<file path="config.mk">
export PLATFORM = sky130hd
export DESIGN_NAME = vir_regs
export DESIGN_NICKNAME = d
export VERILOG_FILES = /design/src/core/vir_pkg.sv /design/src/core/vir_src_mem.sv /design/src/core/vir_prio_stack.sv /design/src/core/vir_regs.sv
export SDC_FILE = /design/constraint.sdc
export NUM_CORES = 2
export LEC_CHECK = 0
export ABC_CLOCK_PERIOD_IN_PS = 38300
export BUFFER_PORTS_ARGS = -buffer_cell sky130_fd_sc_hd__buf_2
export CORE_UTILIZATION = 45
export CTS_CLUSTER_SIZE = 14
export DETAILED_ROUTE_END_ITERATION = 6
export SLEW_MARGIN = 15
export SYNTH_ARGS = -nofsm -noshare
export SYNTH_HDL_FRONTEND = slang
export SYNTH_HIERARCHICAL = 1
export SYNTH_SLANG_ARGS = --single-unit
</file>
<file path="constraint.sdc">
create_clock -name clk_in -period 38.3 [get_ports clk_in]
set_input_delay 5.745 -clock clk_in [delete_from_list [all_inputs] [get_ports clk_in]]
set_output_delay 5.745 -clock clk_in [all_outputs]
set_load 0.1 [all_outputs]
</file>
<file path="src/core/vir_pkg.sv">
// vir_pkg: shared constants and types for the vectored interrupt register block
package vir_pkg;
	localparam int NUM_CH      = 32;
	localparam int NUM_FAST    = 3;
	localparam int PRIO_W      = 4;
	localparam int CHAN_W      = 5;
	localparam int STACK_DEPTH = 16;
	localparam int STACK_CNT_W = 5;
	localparam int HALF_W      = 16;

	// register byte offsets (low address byte only is decoded)
	localparam logic [7:0] OFF_CONTROL  = 8'h00;
	localparam logic [7:0] OFF_CUR_CHAN = 8'h04;
	localparam logic [7:0] OFF_CUR_PRIO = 8'h08;
	localparam logic [7:0] OFF_VECTOR   = 8'h18;
	localparam logic [7:0] OFF_FAST     = 8'h1C;
	localparam logic [7:0] OFF_ENABLE   = 8'h20;
	localparam logic [7:0] OFF_PENDING  = 8'h40;
	localparam logic [7:0] OFF_SRC_LO   = 8'h60;
	localparam logic [7:0] OFF_SRC_HI   = 8'hDC;

	// field positions
	localparam int CTL_IRQ_GATE_BIT = 0;
	localparam int CTL_FIQ_GATE_BIT = 1;
	localparam int FAST_EN_LSB      = 0;
	localparam int FAST_PEND_LSB    = 3;
	localparam int SRC_PRIO_LSB     = 0;
	localparam int SRC_VEC_LSB      = 16;

	// reset values
	localparam logic [31:0] RST_WORD  = 32'h0000_0000;
	localparam logic [15:0] RST_HALF  = 16'h0000;
	localparam logic [3:0]  RST_PRIO  = 4'h0;
	localparam logic [4:0]  RST_CHAN  = 5'h00;
	localparam logic [2:0]  RST_FAST  = 3'h0;
	localparam logic [1:0]  RST_CTL   = 2'h0;

	// bus encodings
	localparam logic [1:0] HTRANS_NONSEQ = 2'h2;
	localparam logic       HRESP_OKAY    = 1'h0;

	typedef struct packed {
		logic        hsel;
		logic [1:0]  htrans;
		logic        hwrite;
		logic [2:0]  hsize;
		logic [31:0] haddr;
		logic [31:0] hwdata;
		logic        hready;
	} vir_ahb_req_t;

	typedef struct packed {
		logic [31:0] hrdata;
		logic        hreadyout;
		logic        hresp;
	} vir_ahb_rsp_t;

	typedef struct packed {
		logic [PRIO_W-1:0] prio;
		logic [CHAN_W-1:0] chan;
	} vir_ctx_t;

	typedef enum logic [0:0] {
		ST_IDLE   = 1'b0,
		ST_ACCESS = 1'b1
	} vir_bus_state_t;
endpackage : vir_pkg

</file>
<file path="src/core/vir_src_mem.sv">
// vir_src_mem: per-channel vector and priority store with registered word and vector read ports
`timescale 1ns/10ps
module vir_src_mem (
	input  wire logic                          clk_in,
	input  wire logic                          rstn_in,
	input  wire logic                          wr_en_in,
	input  wire logic [vir_pkg::CHAN_W-1:0]    wr_idx_in,
	input  wire logic [31:0]                   wr_data_in,
	input  wire logic [vir_pkg::CHAN_W-1:0]    rd_idx_in,
	output logic      [31:0]                   rd_data_out,
	input  wire logic [vir_pkg::CHAN_W-1:0]    vec_idx_in,
	output logic      [vir_pkg::HALF_W-1:0]    vec_out,
	output logic      [vir_pkg::NUM_CH*vir_pkg::PRIO_W-1:0] prio_out
);
	import vir_pkg::*;

	logic [HALF_W-1:0] vec_mem_reg [NUM_CH];
	logic [PRIO_W-1:0] prio_mem_reg [NUM_CH];

	always_ff @(posedge clk_in or negedge rstn_in) begin
		if (!rstn_in) begin
			for (int i = 0; i < NUM_CH; i++) begin
				vec_mem_reg[i]  <= RST_HALF;
				prio_mem_reg[i] <= RST_PRIO;
			end
			rd_data_out <= RST_WORD;
			vec_out     <= RST_HALF;
		end else begin
			if (wr_en_in) begin
				vec_mem_reg[wr_idx_in]  <= wr_data_in[SRC_VEC_LSB +: HALF_W];
				prio_mem_reg[wr_idx_in] <= wr_data_in[SRC_PRIO_LSB +: PRIO_W];
			end
			rd_data_out <= {vec_mem_reg[rd_idx_in], 12'h000, prio_mem_reg[rd_idx_in]};
			vec_out     <= vec_mem_reg[vec_idx_in];
		end
	end

	// priorities feed the arbiter in parallel, so they leave as a flat vector
	always_comb begin
		for (int i = 0; i < NUM_CH; i++) begin
			prio_out[i*PRIO_W +: PRIO_W] = prio_mem_reg[i];
		end
	end
endmodule : vir_src_mem

</file>
<file path="src/core/vir_prio_stack.sv">
// vir_prio_stack: hardware stack of interrupted priority contexts
`timescale 1ns/10ps
module vir_prio_stack (
	input  wire logic              clk_in,
	input  wire logic              rstn_in,
	input  wire logic              push_in,
	input  wire logic              pop_in,
	input  wire vir_pkg::vir_ctx_t push_ctx_in,
	output vir_pkg::vir_ctx_t      top_ctx_out,
	output logic                   empty_out
);
	import vir_pkg::*;

	vir_ctx_t                  stack_reg [STACK_DEPTH];
	logic [STACK_CNT_W-1:0]    count_reg;
	wire                       full_w   = (count_reg == STACK_CNT_W'(STACK_DEPTH));
	wire                       empty_w  = (count_reg == '0);
	wire  [STACK_CNT_W-1:0]    top_idx_w = count_reg - 5'h01;

	// a push on a full stack is dropped; strictly rising priorities never need more
	always_ff @(posedge clk_in or negedge rstn_in) begin
		if (!rstn_in) begin
			for (int i = 0; i < STACK_DEPTH; i++) begin
				stack_reg[i] <= '0;
			end
			count_reg <= '0;
		end else if (push_in && !full_w) begin
			stack_reg[count_reg[3:0]] <= push_ctx_in;
			count_reg                 <= count_reg + 5'h01;
		end else if (pop_in && !empty_w) begin
			count_reg <= top_idx_w;
		end
	end

	assign top_ctx_out = empty_w ? vir_ctx_t'('0) : stack_reg[top_idx_w[3:0]];
	assign empty_out   = empty_w;
endmodule : vir_prio_stack

</file>
<file path="src/core/vir_regs.sv">
// vir_regs: vectored interrupt controller register block behind an AHB-Lite slave
//
// Summary of operation
// hold priority of routine now in service
// vector read acknowledges and drops IRQ request
// acknowledge loads current priority and channel
// ignore requests not above current priority
// vector upper half common, software written
// vector low half is best channel source
// vector word is plain concatenation
// fast channel answered only when enabled
// fast request sets its pending bit
// fast pending cleared by writing one
// one enable bit per channel
// disabled channel never sets pending
// enabled request sets pending until cleared
// channel pending cleared by writing one
// clearing serviced pending bit ends interrupt
// upper half may hold routine base
// upper half may hold jump opcode
// IRQ only for priority above current
// priority write ignored below serviced level
// global gates mask outputs, not logic
// FIQ when fast pending and enabled
`timescale 1ns/10ps
module vir_regs (
	input  wire logic                           clk_in,
	input  wire logic                           rstn_in,
	input  wire vir_pkg::vir_ahb_req_t          ahb_req_in,
	output vir_pkg::vir_ahb_rsp_t               ahb_rsp_out,
	input  wire logic [vir_pkg::NUM_CH-1:0]     irq_src_in,
	input  wire logic [vir_pkg::NUM_FAST-1:0]   fiq_src_in,
	output logic                                irq_request_n_out,
	output logic                                fiq_request_n_out
);
	import vir_pkg::*;

	// best pending channel: {valid, channel, priority}; ties go to the lower channel
	function automatic logic [CHAN_W+PRIO_W:0] pick_best(
		input logic [NUM_CH-1:0]        cand,
		input logic [NUM_CH*PRIO_W-1:0] prios,
		input logic [PRIO_W-1:0]        floor
	);
		logic [PRIO_W-1:0] best_p;
		logic [CHAN_W-1:0] best_c;
		logic              found;
		best_p = floor;
		best_c = '0;
		found  = 1'h0;
		for (int i = 0; i < NUM_CH; i++) begin
			if (cand[i] && prios[i*PRIO_W +: PRIO_W] > best_p) begin
				best_p = prios[i*PRIO_W +: PRIO_W];
				best_c = CHAN_W'(i);
				found  = 1'h1;
			end
		end
		return {found, best_c, best_p};
	endfunction : pick_best

	function automatic logic hits(input logic [7:0] addr, input logic [7:0] off);
		return addr[7:2] == off[7:2];
	endfunction : hits

	// reset release through two flops
	logic rst_meta_reg;
	logic rst_sync_reg;
	always_ff @(posedge clk_in or negedge rstn_in) begin
		if (!rstn_in) begin
			rst_meta_reg <= 1'h0;
			rst_sync_reg <= 1'h0;
		end else begin
			rst_meta_reg <= 1'h1;
			rst_sync_reg <= rst_meta_reg;
		end
	end
	wire rst_n = rst_sync_reg;

	// bus slave state
	vir_bus_state_t state_reg;
	logic           cap_write_reg;
	logic [7:0]     cap_addr_reg;
	logic [31:0]    hrdata_reg;
	logic           hreadyout_reg;

	// block state
	logic [1:0]          ctl_reg;
	logic [HALF_W-1:0]   vec_high_reg;
	logic [NUM_FAST-1:0] fast_enable_reg;
	logic [NUM_FAST-1:0] fast_pending_reg;
	logic [NUM_CH-1:0]   channel_enable_bits_reg;
	logic [NUM_CH-1:0]   channel_pending_bits_reg;
	logic [PRIO_W-1:0]   current_priority_reg;
	logic [CHAN_W-1:0]   current_channel_reg;
	logic                irq_flag_reg;
	logic                irq_request_n_reg;
	logic                fiq_request_n_reg;

	logic [31:0]               src_rd_data_w;
	logic [HALF_W-1:0]         vector_low_half_w;
	logic [NUM_CH*PRIO_W-1:0]  prio_vec_w;
	vir_ctx_t                  stack_top_w;
	logic                      stack_empty_w;

	wire take_w = ahb_req_in.hsel && ahb_req_in.htrans == HTRANS_NONSEQ && ahb_req_in.hready;
	wire acc_w  = (state_reg == ST_ACCESS);
	wire wr_w   = acc_w && cap_write_reg;
	wire rd_w   = acc_w && !cap_write_reg;
	wire [31:0] wdata_w = ahb_req_in.hwdata;

	wire in_src_w  = cap_addr_reg >= OFF_SRC_LO && cap_addr_reg <= OFF_SRC_HI;
	wire src_sel_w = ahb_req_in.haddr[7:0] >= OFF_SRC_LO && ahb_req_in.haddr[7:0] <= OFF_SRC_HI;
	wire [7:0] src_rd_off_w = ahb_req_in.haddr[7:0] - OFF_SRC_LO;
	wire [7:0] src_wr_off_w = cap_addr_reg - OFF_SRC_LO;
	wire [CHAN_W-1:0] src_rd_idx_w = src_sel_w ? src_rd_off_w[6:2] : '0;
	wire [CHAN_W-1:0] src_wr_idx_w = src_wr_off_w[6:2];

	wire wr_ctl_w  = wr_w && hits(cap_addr_reg, OFF_CONTROL);
	wire wr_prio_w = wr_w && hits(cap_addr_reg, OFF_CUR_PRIO);
	wire wr_vec_w  = wr_w && hits(cap_addr_reg, OFF_VECTOR);
	wire wr_fast_w = wr_w && hits(cap_addr_reg, OFF_FAST);
	wire wr_en_w   = wr_w && hits(cap_addr_reg, OFF_ENABLE);
	wire wr_pend_w = wr_w && hits(cap_addr_reg, OFF_PENDING);
	wire wr_src_w  = wr_w && in_src_w;
	wire vec_ack_w = rd_w && hits(cap_addr_reg, OFF_VECTOR);

	// arbitration against the running priority
	wire [NUM_CH-1:0] cand_w = channel_pending_bits_reg & channel_enable_bits_reg;
	wire [CHAN_W+PRIO_W:0] best_w = pick_best(cand_w, prio_vec_w, current_priority_reg);
	wire                best_valid_w = best_w[CHAN_W+PRIO_W];
	wire [CHAN_W-1:0]   best_chan_w  = best_w[PRIO_W +: CHAN_W];
	wire [PRIO_W-1:0]   best_prio_w  = best_w[PRIO_W-1:0];

	// end of interrupt: a clear hitting the serviced channel's pending bit
	wire eoi_w = wr_pend_w && !stack_empty_w && wdata_w[current_channel_reg];
	wire [PRIO_W-1:0] svc_floor_w = stack_empty_w ? RST_PRIO
		: prio_vec_w[current_channel_reg*PRIO_W +: PRIO_W];
	wire prio_wr_ok_w = wr_prio_w && wdata_w[PRIO_W-1:0] >= svc_floor_w;

	// pending: hardware set wins over a same-cycle software clear
	wire [NUM_CH-1:0]   pend_set_w  = irq_src_in & channel_enable_bits_reg;
	wire [NUM_CH-1:0]   pend_clr_w  = wr_pend_w ? wdata_w : '0;
	wire [NUM_CH-1:0]   pend_next   = (channel_pending_bits_reg & ~pend_clr_w) | pend_set_w;
	wire [NUM_FAST-1:0] fclr_w      = wr_fast_w ? wdata_w[FAST_PEND_LSB +: NUM_FAST] : '0;
	wire [NUM_FAST-1:0] fast_next   = (fast_pending_reg & ~fclr_w) | fiq_src_in;
	wire                fiq_active_w = |(fast_pending_reg & fast_enable_reg);

	// irq flag holds until the vector read; clearing pending alone does not drop it
	wire irq_flag_next = vec_ack_w ? 1'h0 : (irq_flag_reg | best_valid_w);

	vir_src_mem u_src_mem (
		.clk_in      (clk_in),
		.rstn_in     (rst_n),
		.wr_en_in    (wr_src_w),
		.wr_idx_in   (src_wr_idx_w),
		.wr_data_in  (wdata_w),
		.rd_idx_in   (src_rd_idx_w),
		.rd_data_out (src_rd_data_w),
		.vec_idx_in  (best_chan_w),
		.vec_out     (vector_low_half_w),
		.prio_out    (prio_vec_w)
	);

	vir_prio_stack u_stack (
		.clk_in      (clk_in),
		.rstn_in     (rst_n),
		.push_in     (vec_ack_w && best_valid_w),
		.pop_in      (eoi_w),
		.push_ctx_in ({current_priority_reg, current_channel_reg}),
		.top_ctx_out (stack_top_w),
		.empty_out   (stack_empty_w)
	);

	// read data mux
	logic [31:0] rdata_w;
	always_comb begin
		rdata_w = RST_WORD;
		if (hits(cap_addr_reg, OFF_CONTROL)) begin
			rdata_w = {30'h0000_0000, ctl_reg};
		end else if (hits(cap_addr_reg, OFF_CUR_CHAN)) begin
			rdata_w = {27'h000_0000, current_channel_reg};
		end else if (hits(cap_addr_reg, OFF_CUR_PRIO)) begin
			rdata_w = {28'h000_0000, current_priority_reg};
		end else if (hits(cap_addr_reg, OFF_VECTOR)) begin
			rdata_w = {vec_high_reg, vector_low_half_w};
		end else if (hits(cap_addr_reg, OFF_FAST)) begin
			rdata_w = {26'h000_0000, fast_pending_reg, fast_enable_reg};
		end else if (hits(cap_addr_reg, OFF_ENABLE)) begin
			rdata_w = channel_enable_bits_reg;
		end else if (hits(cap_addr_reg, OFF_PENDING)) begin
			rdata_w = channel_pending_bits_reg;
		end else if (in_src_w) begin
			rdata_w = src_rd_data_w;
		end
	end

	// one wait state per transfer so hrdata and hreadyout leave a flop; hresp is tied to OKAY
	always_ff @(posedge clk_in or negedge rst_n) begin
		if (!rst_n) begin
			state_reg     <= ST_IDLE;
			cap_write_reg <= 1'h0;
			cap_addr_reg  <= 8'h00;
			hrdata_reg    <= RST_WORD;
			hreadyout_reg <= 1'h1;
		end else if (acc_w) begin
			state_reg     <= ST_IDLE;
			hreadyout_reg <= 1'h1;
			hrdata_reg    <= cap_write_reg ? RST_WORD : rdata_w;
		end else if (take_w) begin
			state_reg     <= ST_ACCESS;
			hreadyout_reg <= 1'h0;
			cap_write_reg <= ahb_req_in.hwrite;
			cap_addr_reg  <= ahb_req_in.haddr[7:0];
		end
	end

	always_ff @(posedge clk_in or negedge rst_n) begin
		if (!rst_n) begin
			ctl_reg                  <= RST_CTL;
			vec_high_reg             <= RST_HALF;
			fast_enable_reg          <= RST_FAST;
			fast_pending_reg         <= RST_FAST;
			channel_enable_bits_reg  <= RST_WORD;
			channel_pending_bits_reg <= RST_WORD;
		end else begin
			if (wr_ctl_w) begin
				ctl_reg <= wdata_w[1:0];
			end
			if (wr_vec_w) begin
				vec_high_reg <= wdata_w[SRC_VEC_LSB +: HALF_W];
			end
			if (wr_fast_w) begin
				fast_enable_reg <= wdata_w[FAST_EN_LSB +: NUM_FAST];
			end
			if (wr_en_w) begin
				channel_enable_bits_reg <= wdata_w;
			end
			fast_pending_reg         <= fast_next;
			channel_pending_bits_reg <= pend_next;
		end
	end

	// acknowledge first, then end of interrupt, then software promotion
	always_ff @(posedge clk_in or negedge rst_n) begin
		if (!rst_n) begin
			current_priority_reg <= RST_PRIO;
			current_channel_reg  <= RST_CHAN;
		end else if (vec_ack_w && best_valid_w) begin
			current_priority_reg <= best_prio_w;
			current_channel_reg  <= best_chan_w;
		end else if (eoi_w) begin
			current_priority_reg <= stack_top_w.prio;
			current_channel_reg  <= stack_top_w.chan;
		end else if (prio_wr_ok_w) begin
			current_priority_reg <= wdata_w[PRIO_W-1:0];
		end
	end

	// gates act only here, the arbitration above keeps running
	always_ff @(posedge clk_in or negedge rst_n) begin
		if (!rst_n) begin
			irq_flag_reg      <= 1'h0;
			irq_request_n_reg <= 1'h1;
			fiq_request_n_reg <= 1'h1;
		end else begin
			irq_flag_reg      <= irq_flag_next;
			irq_request_n_reg <= !(irq_flag_reg && ctl_reg[CTL_IRQ_GATE_BIT]);
			fiq_request_n_reg <= !(fiq_active_w && ctl_reg[CTL_FIQ_GATE_BIT]);
		end
	end

	// request lines leave active-low flops directly, no gate after the register
	assign irq_request_n_out     = irq_request_n_reg;
	assign fiq_request_n_out     = fiq_request_n_reg;
	assign ahb_rsp_out.hrdata    = hrdata_reg;
	assign ahb_rsp_out.hreadyout = hreadyout_reg;
	assign ahb_rsp_out.hresp     = HRESP_OKAY;

	chk_ack_drops_irq: assert property (@(posedge clk_in) disable iff (!rst_n)
		vec_ack_w |-> ##2 irq_request_n_out)
		else $error("irq request still low two cycles after vector read");

	chk_ack_loads_ctx: assert property (@(posedge clk_in) disable iff (!rst_n)
		(vec_ack_w && best_valid_w) |=> (current_priority_reg == $past(best_prio_w)
			&& current_channel_reg == $past(best_chan_w)))
		else $error("acknowledge did not load priority and channel");

	chk_pend_masked: assert property (@(posedge clk_in) disable iff (!rst_n)
		(pend_next & ~channel_pending_bits_reg & ~channel_enable_bits_reg) == '0)
		else $error("pending set on a disabled channel");

	chk_pend_set_wins: assert property (@(posedge clk_in) disable iff (!rst_n)
		(pend_set_w != '0) |=> ((channel_pending_bits_reg & $past(pend_set_w)) == $past(pend_set_w)))
		else $error("enabled request did not set its pending bit");

	chk_pend_w1c: assert property (@(posedge clk_in) disable iff (!rst_n)
		(wr_pend_w && (pend_clr_w & ~pend_set_w) != '0)
		|=> ((channel_pending_bits_reg & $past(pend_clr_w) & ~$past(pend_set_w)) == '0))
		else $error("writing one did not clear a pending bit");

	chk_fast_w1c: assert property (@(posedge clk_in) disable iff (!rst_n)
		(wr_fast_w && fiq_src_in == '0) |=> ((fast_pending_reg & $past(fclr_w)) == '0))
		else $error("fast pending bit not cleared by writing one");

	chk_fiq_output: assert property (@(posedge clk_in) disable iff (!rst_n)
		(fiq_active_w && ctl_reg[CTL_FIQ_GATE_BIT]) |=> !fiq_request_n_out)
		else $error("fiq not raised for an enabled pending fast channel");

	chk_prio_floor: assert property (@(posedge clk_in) disable iff (!rst_n)
		(wr_prio_w && !prio_wr_ok_w && !vec_ack_w && !eoi_w) |=> $stable(current_priority_reg))
		else $error("priority write below serviced level was accepted");

	chk_irq_gate: assert property (@(posedge clk_in) disable iff (!rst_n)
		!ctl_reg[CTL_IRQ_GATE_BIT] |=> irq_request_n_out)
		else $error("irq output active while globally gated");

	chk_eoi_pops: assert property (@(posedge clk_in) disable iff (!rst_n)
		(eoi_w && !vec_ack_w) |=> current_priority_reg == $past(stack_top_w.prio))
		else $error("end of interrupt did not restore previous priority");

	chk_fast_set: assert property (@(posedge clk_in) disable iff (!rst_n)
		(fiq_src_in != '0) |=> ((fast_pending_reg & $past(fiq_src_in)) == $past(fiq_src_in)))
		else $error("fast request did not set its pending bit");

	chk_fast_enable_gate: assert property (@(posedge clk_in) disable iff (!rst_n)
		((fast_pending_reg & fast_enable_reg) == '0) |=> fiq_request_n_out)
		else $error("fiq raised for a disabled fast channel");

	chk_enable_write: assert property (@(posedge clk_in) disable iff (!rst_n)
		wr_en_w |=> (channel_enable_bits_reg == $past(wdata_w)))
		else $error("channel enable write not taken");

	chk_irq_needs_cand: assert property (@(posedge clk_in) disable iff (!rst_n)
		(!irq_flag_reg && !best_valid_w) |=> !irq_flag_reg)
		else $error("irq flag set with no candidate above current priority");

	chk_vec_concat: assert property (@(posedge clk_in) disable iff (!rst_n)
		vec_ack_w |=> (ahb_rsp_out.hrdata == {$past(vec_high_reg), $past(vector_low_half_w)}))
		else $error("vector word is not upper half joined to source vector");

	chk_chan_read_only: assert property (@(posedge clk_in) disable iff (!rst_n)
		(wr_w && hits(cap_addr_reg, OFF_CUR_CHAN)) |=> $stable(current_channel_reg))
		else $error("current channel changed by a bus write");
endmodule : vir_regs

</file>
==> impl_metrics.csv <==
group,metric,value,unit
run_status,status,"finished, violations left",
run_status,violations,"negative setup slack",
min_path,min_from,"rst_meta_reg",
die,core_area,126200,sq um
synth,synth_area,57560,sq um
sta,slew_viol_final,0,
sta,skew,0.05617,ns
synth,synth_edf_count,0,
global_routing,grt_pass1_vias,45030,
clock_tree,holdBufCountCts,0,
critical_path,critPathRequiredTime,38.91,ns
die,die_y,359.6,um
synth,ys.flop_type,"dfrtp_1",
critical_path,crit_path_end_kind,"register",
sta,max_slew.worst_pin.slew,1.235,ns
die,die_w,359.6,um
placed_design,port_buffers,116,
cells_and_area,drive_above_1_share,0.4303,
synth,synth_warnings,6,
global_routing,globalRouteOverflowTotal,0,
critical_path,arrival,46.83,ns
detailed_routing,drt_iter0_drc,4480,
critical_path,reg2reg_setup_slack,-7.91,ns
die,initial_utilization,0.4560,
critical_path,crit_top_cell,"ha_4",
clock_tree,numCtsBuffers,109,
critical_path,startpoint_type,"register",
critical_path,crit_family,"compound AO/OA/AOI/OAI gates",
clock_tree,numClockSinks,970,
detailed_routing,dr_total_vias,45500,
clock_tree,cts_max_path_buffers,3,
sta,worst_slack,-7.915,ns
critical_path,reg2reg_from,"u_src_mem/prio_out[1]",
synth,async_reset_ff_frac,1.000,
sta,rsz0062_at_grt,"true",
critical_path,r2r_cells,264,
sta,setup_viol,175,
placed_design,dp_hpwl,131300,um
global_routing,grt_pass1_wl,293000,um
cells_and_area,area_growth,23.78,%
synth,synthMostInstantiatedCell,"dfrtp_1",
die,dieArea,129300,sq um
synth,ys_seq_area_frac,0.4218,
synth,ys_ff_latch,970,
synth,synth_cell_types,131,
sta,hold_viol,0,
synth,synthTopCellsByArea,"dfrtp_1 42%, mux2_2 16%, mux2i_1 11%",
sta,timing.final.crit_share,1.207,
sta,max_freq,0.02164,GHz
detailed_routing,wl_per_cell,26.74,um
synth,synth_area_per_cell,11.54,sq um
critical_path,cp_slowest_stage_delay,0.53,ns
global_routing,grt_max_degree,168,
clock_tree,cts_tree,"done",
cells_and_area,largest_reg_flops,512,
clock_tree,worst_skew_pair.late_latency,0.76,ns
sta,fin_setup_tns,-1340.58,ns
clock_tree,cts_htree_levels,3,
synth,syn-instance-count,4988,
critical_path,worst-path-buf-inv,43,
placed_design,gp_congestion,0.9592,
die,num_io_pins,145,
critical_path,timing.rr.end,"u_src_mem/vec_out[13]",
run,max_cap_viol_count,0,
clock_tree,clock-root-buffer,"clkbuf_16",
min_path,min_path_type,"reg2reg",
clock_tree,clk_pin_slew_worst_paths,0.06,ns
sta,fin_crit,46.21,ns
global_routing,grt_usage,0.2978,
critical_path,cpMaxStageDelayCell,"or4b_4",
die,num_rows,130,
detailed_routing,finalWirelength,197200,um
detailed_routing,viasPerCell,6.168,
min_path,whs_endpoint,"rst_n",
detailed_routing,ant_nets,0,
synth,yosysTopAreaCellShare,0.4204,
placed_design,place_ws,-8.952,ns
detailed_routing,drcViolationCount,0,
critical_path,crit_path_max_fanout,8,
min_path,worstHoldPathCells,0,
detailed_routing,drt-pass1-iter-count,6,
synth,synth_common_cells,"967 x dfrtp_1, 833 x mux2_2, 628 x mux2i_1, 306 x nand2_1, 174 x inv_1",
cells_and_area,nets,5834,
synth,synth_area_leader_cell,"dfrtp_1",
sta,max_slew_margin,0.1705,
critical_path,crit_type,"reg2reg",
global_routing,antenna_found_initial,11,
## area by class of cell
class                   instances  area [sq um]
clock buffers                 154          3147
inverters                     179         679.4
clock inverters                51         912.1
diodes                          4         10.01
well taps                    1650          2064
repair buffers                901          7410
fillers                     10510         54980
multi-input cells            3467         32730
flip-flops and latches        970         24290
## worst max-delay path by stage
stage | start | endpoint | cells past startpoint
floorplan | current_priority_reg[1] | u_stack/stack_reg[108] | 273
global placement | current_priority_reg[1] | u_src_mem/vec_out[15] | 264
detailed placement | current_priority_reg[1] | u_src_mem/vec_out[15] | 264
CTS | u_src_mem/prio_out[1] | u_src_mem/vec_out[2] | 261
global route | current_priority_reg[1] | u_src_mem/vec_out[13] | 266
finish | u_src_mem/prio_out[1] | u_src_mem/vec_out[13] | 264
## per-stage QoR
stage | hold WS (ns) | cells | utilization | cell area (sq um)
2_1_floorplan | 0.3312 | 4999 | - | 58590
3_3_place_gp | 0.3392 | 6980 | 0.5069 | 63980
6_report | 0.3554 | 7376 | 0.5644 | 71240
3_5_place_dp | 0.3436 | 6980 | 0.5069 | 63980
4_1_cts | 0.3578 | 7304 | 0.5533 | 69830
5_1_grt | 0.3682 | 7372 | 0.5643 | 71230
## layer usage
metal  part of all wire  track usage  wire, um
met5            0.00019            0        38
met4              0.043       0.1150      8548
met3              0.060      0.04041     11860
met2               0.45       0.4644     89010
met1               0.45       0.4197     87790
## logic make-up after synthesis
group	synth area share
AOI/OAI and AO/OA	0.1190
muxes	0.3138
DFF	0.4218
adders and majority gates	0.02161
buffers and inverters	0.04887
and+or+nand+nor	0.07054
xor gates and xnor gates	0.004217
other	0.0001956
## repair_timing
item	in CTS	in global routing
cloned	6	3
pin swaps	135	151
setup buffers	114	67
gates resized for setup	144	191
setup endpoints to repair	175	175
## placed cells by master, fill, tap and decap left out, drive strengths merged, types with 12 or more instances in the layout
| cell type | n |
|---|---|
| a211oi | 17 |
| a21o | 34 |
| a21oi | 158 |
| a221oi | 34 |
| a22o | 130 |
| a22oi | 146 |
| a31oi | 57 |
| and2 | 27 |
| and3 | 23 |
| buf | 898 |
| bufinv | 20 |
| clkbuf | 157 |
| clkinv | 29 |
| conb | 14 |
| dfrtp | 967 |
| ha | 97 |
| inv | 178 |
| mux2 | 864 |
| mux2i | 633 |
| mux4 | 86 |
| nand2 | 311 |
| nand2b | 23 |
| nand3 | 127 |
| nand4 | 49 |
| nor2 | 110 |
| nor2b | 19 |
| nor3 | 63 |
| o211a | 12 |
| o211ai | 22 |
| o21a | 18 |
| o21ai | 102 |
| o22ai | 49 |
| o31ai | 13 |
| or2 | 19 |
| xnor2 | 16 |
Power is not shown: default switching activity piles up to over one toggle a cycle in this logic, so the estimate is an artifact.
